==> config.mk <==
export PLATFORM = sky130hd
export DESIGN_NAME = vadmmu_top
export DESIGN_NICKNAME = d
export VERILOG_FILES = /design/src/vadmmu_pkg.sv /design/src/vadmmu_top.sv /design/src/vadmmu_area_decode.sv
export VERILOG_INCLUDE_DIRS = /design/src
export SDC_FILE = /design/constraint.sdc
export NUM_CORES = 1
export LEC_CHECK = 0
export BUFFER_PORTS_ARGS = -buffer_cell sky130_fd_sc_hd__buf_4
export CAP_MARGIN = 20
export CORE_AREA = 4 4 177 179
export DETAILED_ROUTE_END_ITERATION = 12
export DIE_AREA = 0 0 181 183
export PLACE_DENSITY = 0.67
export SYNTH_ARGS = -nofsm -noshare
export SYNTH_HDL_FRONTEND = slang
export SYNTH_HIERARCHICAL = 1
export SYNTH_SLANG_ARGS = --single-unit
==> constraint.sdc <==
create_clock -name clk_i -period 5.57 [get_ports clk_i]
set_clock_uncertainty 0.15 [all_clocks]
set_input_delay 0 -clock clk_i [delete_from_list [all_inputs] [get_ports clk_i]]
set_output_delay 0 -clock clk_i [all_outputs]
set_load 0.1 [all_outputs]
==> src/vadmmu_defines.svh <==
// address map, field positions, reset values and widths of the mmu front end
`ifndef VADMMU_DEFINES_SVH
`define VADMMU_DEFINES_SVH

// ==========================================================================
// virtual area boundaries
`define VADMMU_P1_BASE        32'h80000000
`define VADMMU_P2_BASE        32'ha0000000
`define VADMMU_P3_BASE        32'hc0000000
`define VADMMU_P4_BASE        32'he0000000
`define VADMMU_USER_LIMIT     32'h80000000

// ==========================================================================
// address masks for the fixed areas and the 29-bit physical space
`define VADMMU_P1_CLEAR       32'h80000000
`define VADMMU_P2_KEEP        32'h1fffffff
`define VADMMU_PA_W           29

// ==========================================================================
// register offsets, kept as printed; decode uses the low 28 bits inside p4
`define VADMMU_OFF_TCTRL      32'h0fffffe0
`define VADMMU_OFF_PAGE_ENTRY_HIGH       32'h0ffffff0
`define VADMMU_OFF_PAGE_ENTRY_LOW       32'hfffffff4
`define VADMMU_OFF_TTB        32'h0ffffff8
`define VADMMU_OFF_TEA        32'h0ffffffc
`define VADMMU_DEC_W          28

// ==========================================================================
// translation_control fields and reset value
`define VADMMU_AT_BIT         0
`define VADMMU_TF_BIT         2
`define VADMMU_SV_BIT         8
`define VADMMU_IX_BIT         9
`define VADMMU_TCTRL_RESET    1'b0

// ==========================================================================
// page_entry_high layout
`define VADMMU_TAG_W          8
`define VADMMU_VPN_LSB        10
`define VADMMU_VPN_W          22

`endif

==> src/vadmmu_pkg.sv <==
// types shared by the mmu front end modules
`default_nettype none

package vadmmu_pkg;

  // ========================================================================
  // address area classes; 3'b111 is never produced
  typedef enum logic [2:0] {
    AREA_P0   = 3'b000,  // low_translated_area
    AREA_P1   = 3'b001,  // cached_fixed_area
    AREA_P2   = 3'b010,  // uncached_fixed_area
    AREA_P3   = 3'b011,  // high_translated_area
    AREA_P4   = 3'b100,  // control_space_area
    AREA_U0   = 3'b101,  // user_translated_area
    AREA_UERR = 3'b110   // user access above the half-way boundary
  } vadmmu_area_type;

  // ========================================================================
  // request sequencer states
  typedef enum logic [0:0] {
    ST_IDLE   = 1'b0,
    ST_LOOKUP = 1'b1
  } vadmmu_state_type;

endpackage : vadmmu_pkg

`default_nettype wire

==> src/vadmmu_top.sv <==
// mmu front end: area decode, fixed mapping, lookup sequencing, registers
//
// Functional notes
// - privileged space splits into five areas
// - low and high translated areas use buffer
// - translated areas follow cache write policy setting
// - cached fixed area clears address bit 31
// - cached fixed area caching follows cache setup
// - uncached fixed area clears bits 31 to 29
// - uncached fixed area is never cached
// - fixed areas never touch buffer or miss
// - topmost area is uncached peripheral control space
// - user mode sees lower half, translated
// - hit takes physical address and page info
// - not registered page raises translation miss
// - translation off passes address through unchanged
// - physical space is 29 bits, aliases merge
// - cache tag address has top bits cleared
// - control bit picks single or multiple spaces
// - eight-bit process tag lives in entry high
// - changing process tag needs no buffer purge
// - both resets initialise translation control (all but space select) and privilege bit; entry, base and fault registers stay undefined
// - control register resets zero except space select
// - privilege bit set on reset, cleared on return
`include "vadmmu_defines.svh"
`default_nettype none

module vadmmu_top
  import vadmmu_pkg::*;
(
  // clock and reset (power-on and manual reset merged upstream)
  input  wire logic                      clk_i,
  input  wire logic                      rst_n_i,
  // cpu request
  input  wire logic                      req_i,
  input  wire logic [31:0]               va_i,
  input  wire logic                      wr_i,
  input  wire logic [31:0]               wdata_i,
  input  wire logic                      exc_entry_i,
  input  wire logic                      exc_return_i,
  // cpu answer
  output logic                           ready_o,
  output logic                           resp_valid_o,
  output logic [`VADMMU_PA_W-1:0]        pa_o,
  output logic                           cacheable_o,
  output logic                           write_through_o,
  output logic [31:0]                    cache_tag_addr_o,
  output logic                           tlb_miss_o,
  output logic                           addr_err_o,
  output logic                           ctrl_space_o,
  output logic [31:0]                    rdata_o,
  output logic                           privileged_o,
  // cache_setup_register fields
  input  wire logic                      cache_enable_i,
  input  wire logic                      cache_wt_i,
  input  wire logic                      p1_copy_back_i,
  // translation buffer port
  output logic                           tlb_lookup_o,
  output logic [`VADMMU_VPN_W-1:0]       tlb_vpn_o,
  output logic [`VADMMU_TAG_W-1:0]       tlb_tag_o,
  output logic                           tlb_single_space_o,
  output logic                           tlb_index_xor_o,
  output logic                           tlb_flush_o,
  input  wire logic                      tlb_ack_i,
  input  wire logic                      tlb_hit_i,
  input  wire logic [31:0]               tlb_pa_i,
  input  wire logic                      tlb_cacheable_i
);

  // ========================================================================
  // declarations
  vadmmu_state_type          state;
  vadmmu_state_type          next_state;
  vadmmu_area_type           area;
  logic [31:0]               va_hold;
  logic                      at_enable;
  logic [`VADMMU_VPN_W-1:0]  page_entry_high_vpn;
  logic [31:0]               page_entry_low;
  logic [31:0]               table_base_pointer;
  logic [31:0]               fault_address_capture;
  logic                      accept;
  logic                      reg_hit;
  logic                      translated;
  logic                      reg_wr;
  logic                      next_resp;
  logic [31:0]               next_pa;
  logic                      next_cache;
  logic                      next_wt;
  logic                      next_miss;
  logic                      next_err;
  logic                      next_ctrl;
  logic [31:0]               next_rdata;
  logic [31:0]               rd_mux;
  logic                      sel_tctrl;
  logic                      sel_page_entry_high;
  logic                      sel_page_entry_low;
  logic                      sel_ttb;
  logic                      sel_tea;

  // full offsets held as constants so their low bits can be sliced legally
  localparam logic [31:0]    OFF_TCTRL = `VADMMU_OFF_TCTRL;
  localparam logic [31:0]    OFF_PAGE_ENTRY_HIGH  = `VADMMU_OFF_PAGE_ENTRY_HIGH;
  localparam logic [31:0]    OFF_PAGE_ENTRY_LOW  = `VADMMU_OFF_PAGE_ENTRY_LOW;
  localparam logic [31:0]    OFF_TTB   = `VADMMU_OFF_TTB;
  localparam logic [31:0]    OFF_TEA   = `VADMMU_OFF_TEA;

  // ========================================================================
  // area classification
  vadmmu_area_decode u_decode (
    .va_i         (va_i),
    .privileged_i (privileged_o),
    .area_o       (area)
  );

  assign accept     = req_i && ready_o;
  // registers sit in control space, matched on the low address bits
  assign sel_tctrl  = (va_i[`VADMMU_DEC_W-1:0] == OFF_TCTRL[`VADMMU_DEC_W-1:0]);
  assign sel_page_entry_high   = (va_i[`VADMMU_DEC_W-1:0] == OFF_PAGE_ENTRY_HIGH[`VADMMU_DEC_W-1:0]);
  assign sel_page_entry_low   = (va_i[`VADMMU_DEC_W-1:0] == OFF_PAGE_ENTRY_LOW[`VADMMU_DEC_W-1:0]);
  assign sel_ttb    = (va_i[`VADMMU_DEC_W-1:0] == OFF_TTB[`VADMMU_DEC_W-1:0]);
  assign sel_tea    = (va_i[`VADMMU_DEC_W-1:0] == OFF_TEA[`VADMMU_DEC_W-1:0]);
  assign reg_hit    = (area == AREA_P4) &&
                      (sel_tctrl || sel_page_entry_high || sel_page_entry_low || sel_ttb || sel_tea);
  assign translated = at_enable &&
                      ((area == AREA_P0) || (area == AREA_P3) || (area == AREA_U0));
  assign reg_wr     = accept && (state == ST_IDLE) && reg_hit && wr_i;

  // ========================================================================
  // register read mux; unused bits read zero
  always_comb begin
    rd_mux = 32'h00000000;
    if (sel_tctrl) begin
      rd_mux[`VADMMU_AT_BIT] = at_enable;
      rd_mux[`VADMMU_SV_BIT] = tlb_single_space_o;
      rd_mux[`VADMMU_IX_BIT] = tlb_index_xor_o;
    end else if (sel_page_entry_high) begin
      rd_mux = {page_entry_high_vpn, 2'h0, tlb_tag_o};
    end else if (sel_page_entry_low) begin
      rd_mux = page_entry_low;
    end else if (sel_ttb) begin
      rd_mux = table_base_pointer;
    end else if (sel_tea) begin
      rd_mux = fault_address_capture;
    end
  end

  // ========================================================================
  // next answer; fixed areas answer at once, translated ones wait on lookup
  always_comb begin
    next_state = state;
    next_resp  = 1'b0;
    next_pa    = va_i;
    next_cache = 1'b0;
    next_wt    = cache_wt_i;
    next_miss  = 1'b0;
    next_err   = 1'b0;
    next_ctrl  = 1'b0;
    next_rdata = 32'h00000000;
    unique case (state)
      ST_IDLE: begin
        if (accept && translated) begin
          next_state = ST_LOOKUP;
        end else if (accept) begin
          next_resp = 1'b1;
          unique case (area)
            AREA_P0, AREA_P3, AREA_U0: begin
              next_cache = cache_enable_i;
            end
            AREA_P1: begin
              next_pa    = va_i & ~`VADMMU_P1_CLEAR;
              next_cache = cache_enable_i;
              next_wt    = ~p1_copy_back_i;
            end
            AREA_P2: begin                               // cache stays off
              next_pa = va_i & `VADMMU_P2_KEEP;
            end
            AREA_P4: begin
              next_ctrl  = 1'b1;
              next_rdata = (reg_hit && !wr_i) ? rd_mux : 32'h00000000;
            end
            AREA_UERR: begin
              next_err = 1'b1;
            end
            default: begin
              next_err = 1'b1;
            end
          endcase
        end
      end
      ST_LOOKUP: begin
        if (tlb_ack_i) begin
          next_state = ST_IDLE;
          next_resp  = 1'b1;
          next_pa    = tlb_pa_i;
          next_cache = tlb_hit_i && cache_enable_i && tlb_cacheable_i;
          next_miss  = !tlb_hit_i;
        end
      end
    endcase
  end

  // ========================================================================
  // sequencer state and ready
  always_ff @(posedge clk_i) begin
    if (!rst_n_i) begin
      state   <= ST_IDLE;
      ready_o <= 1'b0;
    end else begin
      state   <= next_state;
      ready_o <= (next_state == ST_IDLE);
    end
  end

  // ========================================================================
  // answer registers; physical address cut to 29 bits so aliases merge
  always_ff @(posedge clk_i) begin
    if (!rst_n_i) begin
      resp_valid_o     <= 1'b0;
      pa_o             <= '0;
      cacheable_o      <= 1'b0;
      write_through_o  <= 1'b0;
      cache_tag_addr_o <= 32'h00000000;
      tlb_miss_o       <= 1'b0;
      addr_err_o       <= 1'b0;
      ctrl_space_o     <= 1'b0;
      rdata_o          <= 32'h00000000;
    end else begin
      resp_valid_o <= next_resp;
      if (next_resp) begin
        pa_o             <= next_pa[`VADMMU_PA_W-1:0];
        cacheable_o      <= next_cache;
        write_through_o  <= next_wt;
        // tag address keeps the top three bits at zero
        cache_tag_addr_o <= next_cache ? {3'h0, next_pa[`VADMMU_PA_W-1:0]}
                                       : 32'h00000000;
        tlb_miss_o       <= next_miss;
        addr_err_o       <= next_err;
        ctrl_space_o     <= next_ctrl;
        rdata_o          <= next_rdata;
      end
    end
  end

  // ========================================================================
  // lookup request held until the buffer acknowledges
  always_ff @(posedge clk_i) begin
    if (!rst_n_i) begin
      tlb_lookup_o <= 1'b0;
      tlb_vpn_o    <= '0;
      va_hold      <= 32'h00000000;
    end else begin
      if (state == ST_IDLE && accept) begin
        va_hold <= va_i;
      end
      if (state == ST_IDLE && accept && translated) begin
        tlb_lookup_o <= 1'b1;
        tlb_vpn_o    <= va_i[31:`VADMMU_VPN_LSB];
      end else if (tlb_ack_i) begin
        tlb_lookup_o <= 1'b0;
      end
    end
  end

  // ========================================================================
  // privilege bit: set by reset or exception entry, entry beats return
  always_ff @(posedge clk_i) begin
    if (!rst_n_i) begin
      privileged_o <= 1'b1;
    end else if (exc_entry_i) begin
      privileged_o <= 1'b1;
    end else if (exc_return_i) begin
      privileged_o <= 1'b0;
    end
  end

  // ========================================================================
  // translation_control: reset clears all but the space select bit
  always_ff @(posedge clk_i) begin
    if (!rst_n_i) begin
      at_enable       <= `VADMMU_TCTRL_RESET;
      tlb_index_xor_o <= `VADMMU_TCTRL_RESET;
      tlb_flush_o     <= `VADMMU_TCTRL_RESET;
    end else begin
      tlb_flush_o <= 1'b0;
      if (reg_wr && sel_tctrl) begin
        at_enable       <= wdata_i[`VADMMU_AT_BIT];
        tlb_index_xor_o <= wdata_i[`VADMMU_IX_BIT];
        tlb_flush_o     <= wdata_i[`VADMMU_TF_BIT];
      end
    end
  end

  // space select is not reset: software must set it before use
  always_ff @(posedge clk_i) begin
    if (reg_wr && sel_tctrl) begin
      tlb_single_space_o <= wdata_i[`VADMMU_SV_BIT];
    end
  end

  // ========================================================================
  // data registers have undefined reset values; faults load vpn and address
  always_ff @(posedge clk_i) begin
    if (reg_wr && sel_page_entry_high) begin
      page_entry_high_vpn  <= wdata_i[31:`VADMMU_VPN_LSB];
      tlb_tag_o <= wdata_i[`VADMMU_TAG_W-1:0];   // no flush on tag change
    end else if (next_resp && (next_err || next_miss)) begin
      page_entry_high_vpn  <= (state == ST_LOOKUP) ? va_hold[31:`VADMMU_VPN_LSB]
                                        : va_i[31:`VADMMU_VPN_LSB];
    end
  end

  always_ff @(posedge clk_i) begin
    if (reg_wr && sel_tea) begin
      fault_address_capture <= wdata_i;
    end else if (next_resp && (next_err || next_miss)) begin
      fault_address_capture <= (state == ST_LOOKUP) ? va_hold : va_i;
    end
  end

  always_ff @(posedge clk_i) begin
    if (reg_wr && sel_page_entry_low) begin
      page_entry_low <= wdata_i;
    end
    if (reg_wr && sel_ttb) begin
      table_base_pointer <= wdata_i;
    end
  end
endmodule : vadmmu_top

`default_nettype wire

==> src/vadmmu_area_decode.sv <==
// classifies a virtual address into an area by privilege mode
`include "vadmmu_defines.svh"
`default_nettype none

module vadmmu_area_decode
  import vadmmu_pkg::*;
(
  // address and mode
  input  wire logic [31:0]    va_i,
  input  wire logic           privileged_i,
  // classification
  output vadmmu_area_type     area_o
);

  // ========================================================================
  // boundary compare; user mode sees only the lower half
  always_comb begin
    if (!privileged_i) begin
      area_o = (va_i < `VADMMU_USER_LIMIT) ? AREA_U0 : AREA_UERR;
    end else if (va_i < `VADMMU_P1_BASE) begin
      area_o = AREA_P0;
    end else if (va_i < `VADMMU_P2_BASE) begin
      area_o = AREA_P1;
    end else if (va_i < `VADMMU_P3_BASE) begin
      area_o = AREA_P2;
    end else if (va_i < `VADMMU_P4_BASE) begin
      area_o = AREA_P3;
    end else begin
      area_o = AREA_P4;
    end
  end

endmodule : vadmmu_area_decode

`default_nettype wire

# After elaboration in Yosys (flattened, before gate mapping)
# Index checks and enable logic that the tools add are counted.
# word_totals
ff_bits,287
latchBits,0
ramBits,0
romBits,0
output_inout_bits,135
word_cells,134
memories,0
# op_classes
addsub,0
mul,0
div,0
order_cmp,4
n_eq_ne,10
shifts,0
muxes,58
bitwise_logic,4
n_reduce_logical,34
# ops
op,count
32-bit 2-to-1 mux,12
28-bit == test (second input constant),5
32-bit less-than comparator (second input constant),4
29-bit 2-to-1 mux,4
22-bit 2-to-1 mux,4
29-bit case mux with 2 select lines,1
1-bit 2-to-1 mux,26
1-bit logical AND,17
3-bit 2-to-1 mux,5
1-bit logical OR,7
7-bit 2-to-1 mux,1
3-bit by 2-bit == test with 1-bit output (second input constant),2
3-bit == test (second input constant),2
1-bit case mux with 2 select lines,3
2-bit nonzero test,3
6-bit OR reduction,1
2-bit 2-to-1 mux,2
1-bit inverter,4
4-bit OR reduction,1
3-bit by 1-bit == test with 1-bit output (second input constant),1
3-bit zero test,1
1-bit zero test,2
2-bit AND reduction,1
2-bit OR reduction,1

# Depth between registers and ports, before layout
# Gate-level depths: netlist of the first run.
# logic_depth
ltp_word,17
depth_mapped,9

# Modules after synthesis
# The synthesis of the first run kept the hierarchy.
# by_module_without_submodules
mod,n_inst,cells_per_inst,area_each_um2,seq_area_each_um2
vadmmu_top,1,1054,11781.3,6956.7
vadmmu_area_decode,1,6,37.5,0.0

# Least setup slack after synthesis of the first run
# Ideal clock, no wire load.
# synth_timing
path_kind,reg-to-reg
startpoint,register privileged_o
endpoint,"register page_entry_low[0], enable pin"
setup_ps,513
t_arrival_ps,6176
required_ps,4907
path_slack_ps,-1269
path_stages_with_launch,7
path_buffers,1
period_less_slack_ps,6839
cell_sequence,dfxtp_1 -> o21ai_0 -> or3b_1 -> or4_1 -> buf_2 -> or2_1 -> nor4b_1
# synth_via
elab_chain_len,6
# synth_lines
element,line,rtl
from (decl),vadmmu_top.sv:52,"output logic privileged_o,"
from (signal assigned),vadmmu_top.sv:268,privileged_o <= 1'b1;
from (signal assigned),vadmmu_top.sv:270,privileged_o <= 1'b1;
from (signal assigned),vadmmu_top.sv:272,privileged_o <= 1'b0;
3-bit 2-to-1 mux,vadmmu_area_decode.sv:18,if (!privileged_i) begin
net area[0],vadmmu_top.sv:74,vadmmu_area_type area;
3-bit == test,vadmmu_top.sv:122,assign reg_hit = (area == AREA_P4) &&
1-bit logical AND,vadmmu_top.sv:122,
1-bit logical AND (2 in a row),vadmmu_top.sv:126,assign reg_wr = accept && (state == ST_IDLE) && reg_hit && wr_i;
1-bit logical AND,vadmmu_top.sv:321,if (reg_wr && sel_page_entry_low) begin
to (signal assigned),vadmmu_top.sv:322,page_entry_low <= wdata_i;
to (decl),vadmmu_top.sv:78,logic [31:0] page_entry_low;
# The timed path passes the listed nets, and every way through them passes these cells.
# A chain may end at the register's enable or synchronous reset.

# Worst setup path after layout of the first run
# layout_timing
startpoint,register privileged_o
endpoint,"register page_entry_low[22], enable pin"
# The elaborated chain is that of the path after synthesis.

==> results of run 1 <==
-- path summary, 6_finish.rpt --
| path | startpoint | to | slack, ns |
|---|---|---|---|
| max | privileged_o | page_entry_low[22] | 1.65 |
| min | wdata_i[24] | page_entry_low[24] | 0.05 |
| max reg2reg | privileged_o | page_entry_low[22] | 1.65 |
| min reg2reg | va_hold[17] | va_hold[17] | 0.30 |
-- synth_stat cells, drive strengths merged, types with 3 or more instances --
master   number  area, um^2
dfxtp       157        3143
a21oi       130       650.6
edfxtp      127        3814
nand2       103       386.6
nor2         93       349.1
clkbuf       66       247.7
a211oi       56       420.4
mux2         49       566.8
inv          36       135.1
mux2i        33       330.3
nand3        32       160.2
o21ai        27       135.1
mux4         23       518.0
a22o         20       175.2
buf          19       102.6
nor3         11       70.07
o2bb2ai       9       78.83
a32o          6       60.06
nand4         6       37.54
a222oi        5       50.05
nor2b         4       25.02
nor4          4       25.02
or3           4       25.02
a31oi         3       18.77
nand2b        3       18.77
-- metrics by stage --
stage	total power, mW	instances	worst slack (ns)	cell area (um^2)
detailed placement	2.795	1622	1.657	13960
finish	4.810	1805	1.646	16230
floorplan	2.608	1062	0.3123	11840
CTS	4.841	1804	1.515	16210
global placement	2.788	1622	1.729	13960
global route	4.975	1805	1.519	16230
-- cells by family after synthesis --
group                    Yosys count  synth area share [%]
buffers and inverters            121                 4.108
AND/OR/NAND/NOR                  276                 10.35
other                              1               0.03173
adder cells (fa/ha/maj)            1               0.08470
XOR/XNOR                           2                0.1482
multiplexers                     105                 11.97
AO/OA/AOI/OAI                    270                 14.44
flip-flops                       284                 58.86
-- power groups by stage --
stage / logic, mW / clock network, mW / registers (mW)
after detailed placement: 0.523 / 0 / 2.27
final: 0.596 / 1.98 / 2.23
after floorplan: 0.190 / 0 / 2.42
after global placement: 0.516 / 0 / 2.27
after global routing: 0.635 / 2.11 / 2.23
after CTS: 0.594 / 2.02 / 2.23
-- routing by layer --
metal	GRT usage (%)	vias to the layer above	share of wire (%)
met4	6.755	0	3.1
met3	5.375	72	9.3
met2	34.12	438	46
met1	28.37	4715	42
met5	0	-	0
li1	-	4546	-
-- critical path, delay by kind of cell (launching register included) --
kind            cells  cell delay [ns]
flops               1             0.45
compound gates      1             0.26
buf+inv             1             0.28
simple gates        4             2.48
-- registers in the layout, summed over array words and instances (netlist names), 8 cells and up --
| name | cells |
|---|---|
| tlb_vpn_o | 22 |
| fault_address_capture | 32 |
| rdata_o | 32 |
| pa_o | 29 |
| page_entry_high_vpn | 22 |
| tlb_tag_o | 8 |
| va_hold | 32 |
| page_entry_low | 32 |
| cache_tag_addr_o | 29 |
| table_base_pointer | 32 |
-- cell type report --
| cell class | instances | share of cell area (%) |
|---|---|---|
| Sequential cell | 284 | 42.88 |
| Clock buffer | 42 | 5.158 |
| Clock inverter | 13 | 0.8482 |
| Multi-Input combinational cell | 657 | 27.36 |
| Tap cell | 390 | 3.007 |
| Timing Repair Buffer | 383 | 19.91 |
| Inverter | 36 | 0.8405 |
-- what timing repair did --
action,in CTS,in global routing
hold endpoints to repair,258,0
hold buffers,127,0
resized for setup,0,0
endpoints found under the setup margin,0,0
==> impl_metrics.py, run 1 <==
metrics = {
    "setup_path": {
        "cp_slowest_stage_delay_ns": 0.92,
        "critPathArrivalTime_ns": 4.03,
        "end_kind": "register",
        "crit_chain": "o21ai_0 -> or3b_1 -> or4_1 -> or2_1 -> nor4b_4 -> buf_12",
        "crit_fanout": 21,
        "worstSetupPathType": "register to register",
        "cp_slowest_cell": "nor4b_4",
        "r2r_cells": 6,
        "required_ns": 5.67,
        "start_kind": "register",
    },
    "sta": {
        "setup_tns_ns": 0,
        "fmax_ghz": 0.2548,
        "period_minus_slack_ns": 3.924,
        "finalHoldViolCount": 0,
        "rsz0062_at_grt": "false",
        "slew_headroom_pct": 28.85,
        "whs_ns": 0.05005,
        "setup_viol": 0,
        "drv_slew": 0,
        "tightest_slew_ns": 1.067,
        "fin_crit_sh_pct": 70.46,
    },
    "pwr": {
        "p_seq_share_pct": 46.3,
        "intPower_mw": 3.606,
        "p_per_area_nw_per_um2": 296.4,
        "p_leak_nw": 6.156,
        "clkPwrFrac_pct": 41.3,
        "switchingPower_mw": 1.204,
        "p_sw_share_pct": 25.03,
        "peakVddDrop_mv": 0.2147,
        "p_comb_share_pct": 12.4,
    },
    "clock_tree": {
        "cts_setup_buffers": 0,
        "tritoncts": "yes",
        "cts_root_buf": "clkbuf_16",
        "insertion_delay_ns": 0.55,
        "cts_sinks": 284,
        "clockBufferDepth": 3,
        "htree_levels": 1,
        "clkTransAtPathRegs_ns": 0.06,
        "cts_made_buffers": 30,
    },
    "floorplanning": {
        "core_area_um2": 29560,
        "design.portCount": 243,
        "start_util_pct": 39.98,
        "rows": 63,
        "die_x_um": 181,
        "design.die.area_um2": 33120,
        "die_h_um": 183,
    },
    "logic_synthesis": {
        "synth.distinct_cells": 58,
        "async_reset_ff_share_pct": 0,
        "ys_seq_area_share_pct": 58.86,
        "synth.avg_cell_area_um2": 11.15,
        "synth_ff_type": "dfxtp_1",
        "ys_ff_latch": 284,
        "syn_inst": 1060,
        "netlist_area_um2": 11820,
        "synth_enable_flop_cells": 127,
        "yosysWarnings": 6,
    },
    "detailed_routing": {
        "drt-wirelength-per-cell_um": 20.39,
        "vias": 9771,
        "wl_mm": 36.80,
        "drt_iter0_drc": 649,
        "route.detailed.drc": 0,
        "viasPerCell": 5.413,
        "drtPass1Iterations": 5,
        "ant_nets": 0,
    },
    "grt": {
        "grt_usage_pct": 21.18,
        "grt_pass1_wl_mm": 56.12,
        "grt_max_degree": 91,
        "grt_pass1_vias": 9762,
        "antenna_found_initial": 0,
        "grt_overflow": 0,
    },
    "final_layout": {
        "synthToLayoutAreaGrowth_pct": 37.30,
        "fill_cells": 2503,
        "final_util_pct": 54.90,
        "mostFrequentLayoutCells": "253 x buf_4, 156 x dfxtp_1, 130 x a21oi_1",
        "multi_input_comb_area_um2": 4439,
        "fin_nets": 1500,
        "final_common_cell": "buf_4",
        "regArea_um2": 6958,
        "drive_above_1_share_pct": 26.93,
        "antenna_cells": 0,
    },
    "placement": {
        "post-dp-hpwl_mm": 24.04,
        "portBuffers": 236,
        "place_congestion": 0.7778,
    },
    "worst_hold_path": {
        "whs_path_depth": 2,
        "hp-class": "primary input to register",
    },
    "run": {
        "cap_violations": 0,
    },
    "status": {
        "outcome": "finished, final reports clean",
    },
}
(Power assumes the default switching activity.)
==> inputs of run 2 (changes only) <==
==> constraint.sdc (replaced) <==
create_clock -name clk_i -period 3.45 [get_ports clk_i]
set_clock_uncertainty 0.15 [all_clocks]
set_input_delay 0 -clock clk_i [delete_from_list [all_inputs] [get_ports clk_i]]
set_output_delay 0 -clock clk_i [all_outputs]
set_load 0.1 [all_outputs]
==> run 2 against run 1 <==
Against the previous run:
- critical endpoint is now pa_o[12]
- combinational power grew 64%
- critical path depth grew 2
- power grew 67%
- global-route usage grew 0.63 points
- routed wire length grew 2.4%
- non-clock buffer count grew 9
==> impl_metrics.py, run 2 (synthesis gave the netlist of run 1 again) <==
metrics = {
    "status": {
        "outcome": "finished, final reports clean",
    },
    "grt": {
        "grt_pass1_wl_mm": 57.59,
        "grt_overflow": 0,
        "grt_pass1_vias": 9824,
        "antenna_found_initial": 0,
        "grt_usage_pct": 21.81,
        "grt_max_degree": 90,
    },
    "setup_path": {
        "r2r_cells": 8,
        "end_kind": "register",
        "r2r_start": "privileged_o",
        "crit_fanout": 17,
        "crit_chain": "nand3b_1 -> o21ai_4 -> xor2_1 -> o211ai_1 -> buf_4 -> nand2_1 -> a211oi_1 -> dlygate4sd3_1",
        "path_buf_inv": 2,
        "worstSetupPathType": "register to register",
        "cp_slowest_stage_delay_ns": 0.78,
        "r2r_end": "pa_o[12]",
        "regToRegSetupSlack_ns": 0.26,
        "crit_family": "compound AO/OA/AOI/OAI gates",
        "critPathArrivalTime_ns": 3.55,
        "start_kind": "register",
        "required_ns": 3.81,
        "cp_slowest_cell": "o211ai_1",
    },
    "detailed_routing": {
        "wl_mm": 37.68,
        "drt_iter0_drc": 797,
        "ant_nets": 0,
        "viasPerCell": 5.365,
        "drtPass1Iterations": 5,
        "route.detailed.drc": 0,
        "drt-wirelength-per-cell_um": 20.71,
        "vias": 9759,
    },
    "final_layout": {
        "mostFrequentLayoutCells": "261 x buf_4, 154 x dfxtp_1, 130 x a21oi_1",
        "fin_nets": 1511,
        "drive_above_1_share_pct": 28.36,
        "final_common_cell": "buf_4",
        "synthToLayoutAreaGrowth_pct": 39.07,
    },
    "floorplanning": {
        "die_h_um": 183,
        "start_util_pct": 39.98,
        "rows": 63,
        "design.portCount": 243,
        "die_x_um": 181,
        "core_area_um2": 29560,
        "design.die.area_um2": 33120,
    },
    "worst_hold_path": {
        "min_from": "wdata_i[16]",
        "whs_path_depth": 2,
        "hold_end": "table_base_pointer[16]",
        "hp-class": "primary input to register",
    },
    "sta": {
        "period_minus_slack_ns": 3.192,
        "drv_slew": 0,
        "setup_viol": 0,
        "fmax_ghz": 0.3133,
        "slew_headroom_pct": 31.66,
        "finalHoldViolCount": 0,
        "rsz0062_at_grt": "false",
        "postLayoutSetupSlackWorst_ns": 0.2581,
        "tightest_slew_ns": 1.025,
        "setup_tns_ns": 0,
        "fin_crit_sh_pct": 92.52,
    },
    "clock_tree": {
        "cts_made_buffers": 31,
        "insertion_delay_ns": 0.56,
        "htree_levels": 1,
        "clkTransAtPathRegs_ns": 0.06,
        "cts_sinks": 284,
        "cts_root_buf": "clkbuf_16",
        "tritoncts": "yes",
        "clockBufferDepth": 3,
    },
    "pwr": {
        "p_leak_nw": 6.254,
        "design_power_total_mw": 8.018,
        "p_per_area_nw_per_um2": 487.8,
        "peakVddDrop_mv": 0.3328,
    },
    "placement": {
        "place_congestion": 0.8215,
        "post-dp-hpwl_mm": 24.78,
        "portBuffers": 236,
        "pre_cts_ws_ns": 0.3215,
    },
    "run": {
        "cap_violations": 0,
    },
}
run 2: cell count changes in the layout (fill, tap and decap cells not counted), moves of 2 or more:
cell,before,now
clkinv_1,4,0
clkbuf_8,2,9
clkbuf_1,9,7
dfxtp_1,156,154
dfxtp_4,0,2
buf_6,0,2
buf_4,253,261
run 2: where the power goes:
part	leakage, nW	switching (mW)	total (mW)	internal, mW
Combinational	3.31	0.622	0.975	0.353
Sequential	2.42	0.0306	3.60	3.57
Clock	0.528	1.37	3.45	2.08
run 2: per-layer routing:
layer	global-route usage (%)	wire length, um
met5	0	0
met4	7.055	1300
met2	35.08	17310
met3	5.910	3357
met1	28.99	15710
run 2: area by class of cell:
| type | instances | area [um^2] |
|---|---|---|
| clock buffer | 47 | 925.9 |
| sequential | 284 | 6965 |
| antenna | 1 | 2.502 |
| fill | 2507 | 13120 |
| timing repair buffer | 392 | 3293 |
| multi-input combinational | 658 | 4472 |
| clock inverter | 11 | 153.9 |
| inverter | 36 | 136.4 |
| tap | 390 | 488.0 |
run 2: worst max-delay path by stage:
stage	to	startpoint	cells past startpoint
after global routing	pa_o[12]	privileged_o	8
after global placement	fault_address_capture[5]	privileged_o	7
final	pa_o[12]	privileged_o	8
after floorplan	page_entry_low[0]	privileged_o	7
after detailed placement	fault_address_capture[5]	privileged_o	7
after CTS	cache_tag_addr_o[25]	state	8
run 2: metrics by stage:
step / utilization [%] / hold WS (ns) / cell area [um^2] / std cells
4_1_cts: 55.56 / 0.01272 / 16420 / 1817
3_5_place_dp: 47.61 / 0.04678 / 14070 / 1632
3_3_place_gp: 47.57 / 0.04719 / 14060 / 1631
2_1_floorplan: - / -0.05209 / 11890 / 1062
6_report: 55.61 / 0.03235 / 16440 / 1819
5_1_grt: 55.60 / 0.02846 / 16430 / 1818
run 2: worst reg2reg max path, cell delays in order, from the launching register on:
cell and delay (ns):
dfxtp_4 0.40, nand3b_1 0.13, o21ai_4 0.11, xor2_1 0.17, o211ai_1 0.78, buf_4 0.38
nand2_1 0.09, a211oi_1 0.31, dlygate4sd3_1 0.60
run 2: what timing repair did:
action	CTS	global route
gates resized for setup	0	1
setup endpoints to repair	0	2
endpoints found under the hold margin	262	0
hold buffers	127	0
setup buffers	0	0
==> inputs of run 3 (changes only) <==
--- a/config.mk
+++ b/config.mk
@@ -12,6 +12,7 @@
 export DETAILED_ROUTE_END_ITERATION = 12
 export DIE_AREA = 0 0 181 183
 export PLACE_DENSITY = 0.67
+export RECOVER_POWER = 100
 export SYNTH_ARGS = -nofsm -noshare
 export SYNTH_HDL_FRONTEND = slang
 export SYNTH_HIERARCHICAL = 1
==> run 3 against run 2 <==
Against the previous run:
- the flow now finishes with violations (max-capacitance violations, max-slew violations)
- hold slack gained 0.046 ns
- die area did not move
- power decreased by 0.69%
- combinational power is 5.4% lower
- flip-flop and latch count is the same
- utilization decreased by 2.4 points
- sequential share of layout area up 1.9 points
- cell area is 4.3% lower
- non-clock buffer count unchanged
- global-route usage unchanged
- via count up 0.76%
- first-iteration DRC count is 7.7% lower
- critical path type unchanged
==> impl_metrics.py, run 3 (synthesis gave the netlist of run 1 again) <==
metrics = {
    "detailed_routing": {
        "viasPerCell": 5.406,
        "vias": 9833,
        "drtPass1Iterations": 5,
        "ant_nets": 0,
        "drt-wirelength-per-cell_um": 20.61,
        "wl_mm": 37.49,
        "route.detailed.drc": 0,
        "drt_iter0_drc": 736,
    },
    "floorplanning": {
        "design.portCount": 243,
        "start_util_pct": 39.98,
        "core_area_um2": 29560,
        "rows": 63,
        "die_x_um": 181,
        "die_h_um": 183,
        "design.die.area_um2": 33120,
    },
    "placement": {
        "pre_cts_ws_ns": 0.3215,
        "post-dp-hpwl_mm": 24.78,
        "place_area_um2": 14070,
        "place_congestion": 0.8215,
        "portBuffers": 236,
    },
    "sta": {
        "period_minus_slack_ns": 3.280,
        "whs_ns": 0.07819,
        "slew_headroom_pct": -34.89,
        "setup_viol": 0,
        "postLayoutSetupSlackWorst_ns": 0.1695,
        "rsz0062_at_grt": "false",
        "tightest_slew_ns": 2.023,
        "finalHoldViolCount": 0,
        "drv_slew": 90,
        "fmax_ghz": 0.3048,
        "fin_crit_sh_pct": 95.09,
    },
    "grt": {
        "grt_pass1_vias": 9824,
        "grt_usage_pct": 21.81,
        "antenna_found_initial": 0,
        "grt_pass1_wl_mm": 57.59,
        "grt_max_degree": 90,
        "grt_overflow": 0,
    },
    "final_layout": {
        "final_common_cell": "clkbuf_1",
        "fin_area_um2": 15730,
        "mostFrequentLayoutCells": "172 x clkbuf_1, 155 x dfxtp_1, 130 x a21oi_1",
        "synthToLayoutAreaGrowth_pct": 33.09,
        "drive_above_1_share_pct": 15.90,
        "final_util_pct": 53.21,
        "fin_nets": 1511,
    },
    "pwr": {
        "p_leak_nw": 5.519,
        "peakVddDrop_mv": 0.3323,
        "p_per_area_nw_per_um2": 506.2,
        "design_power_total_mw": 7.962,
    },
    "run": {
        "cap_violations": 1,
    },
    "setup_path": {
        "cp_slowest_cell": "or3_1",
        "cp_slowest_stage_delay_ns": 0.57,
        "end_kind": "register",
        "crit_chain": "nand3b_1 -> o21ai_4 -> or3b_1 -> or4_1 -> or3_1 -> nand2_1 -> clkbuf_4",
        "start_kind": "register",
        "critPathArrivalTime_ns": 3.33,
        "path_buf_inv": 1,
        "crit_fanout": 32,
        "required_ns": 3.50,
        "worstSetupPathType": "register to register",
        "crit_family": "simple AND/OR/NAND/NOR gates",
    },
    "clock_tree": {
        "cts_setup_buffers": 0,
        "htree_levels": 1,
        "cts_sinks": 284,
        "insertion_delay_ns": 0.56,
        "clkTransAtPathRegs_ns": 0.06,
        "tritoncts": "yes",
        "clockBufferDepth": 3,
        "cts_made_buffers": 31,
        "cts_root_buf": "clkbuf_16",
    },
    "status": {
        "failed_checks": "max-capacitance violations, max-slew violations",
        "outcome": "complete, but fails checks",
    },
    "worst_hold_path": {
        "hp-class": "primary input to register",
    },
}
run 3: changes by cell type in the layout (fill, tap and decap cells not counted), moves of 2 or more:
| cell | delta |
|---|---|
| mux2_1 | +5 |
| clkbuf_2 | +7 |
| clkbuf_1 | +165 |
| o21ai_1 | -2 |
| buf_4 | -174 |
| nor3_4 | -2 |
| nor3_1 | +3 |
| mux2_4 | -4 |
| o21ai_0 | +3 |
| clkbuf_4 | +3 |
run 3: path summary, 6_finish.rpt:
kind / slack (ns) / cells past startpoint / startpoint / to
setup / recovery: 0.17 / 7 / privileged_o / fault_address_capture[13]
hold / removal: 0.08 / 2 / wdata_i[14] / page_entry_low[14]
setup reg to reg: 0.17 / 7 / privileged_o / fault_address_capture[13]
hold reg to reg: 0.30 / 2 / va_hold[14] / va_hold[14]
run 3: area by class of cell:
cell class / instances / area [um^2]
clock inverters: 11 / 153.9
clock buffers: 47 / 925.9
diodes: 1 / 2.502
flip-flops and latches: 284 / 6964
well taps: 390 / 488.0
repair buffers: 392 / 2644
multi-input cells: 658 / 4415
fillers: 2705 / 13830
inverters: 36 / 136.4
run 3: metal layers:
metal	wire length (um)	vias up	global-route usage [%]
met5	0	-	0
met4	1223	0	7.055
met1	15540	4769	28.99
met2	17430	428	35.08
li1	-	4574	-
met3	3300	62	5.910
run 3: through the flow:
stage	instances	TNS (ns)
after floorplan	1062	-7.646
after global placement	1631	0
after detailed placement	1632	0
after CTS	1817	0
after global routing	1818	0
final	1819	0
run 3: timing repair:
action | in CTS | in global routing
endpoints found under the setup margin | 0 | 2
endpoints found under the hold margin | 262 | 0
resized for setup | 0 | 1
hold buffers | 127 | 0
run 3: report_power, final:
group	leakage, nW	total, mW	internal (mW)	switching, mW
Sequential	2.42	3.60	3.57	0.0294
Combinational	2.57	0.922	0.305	0.618
Clock	0.528	3.44	2.08	1.36
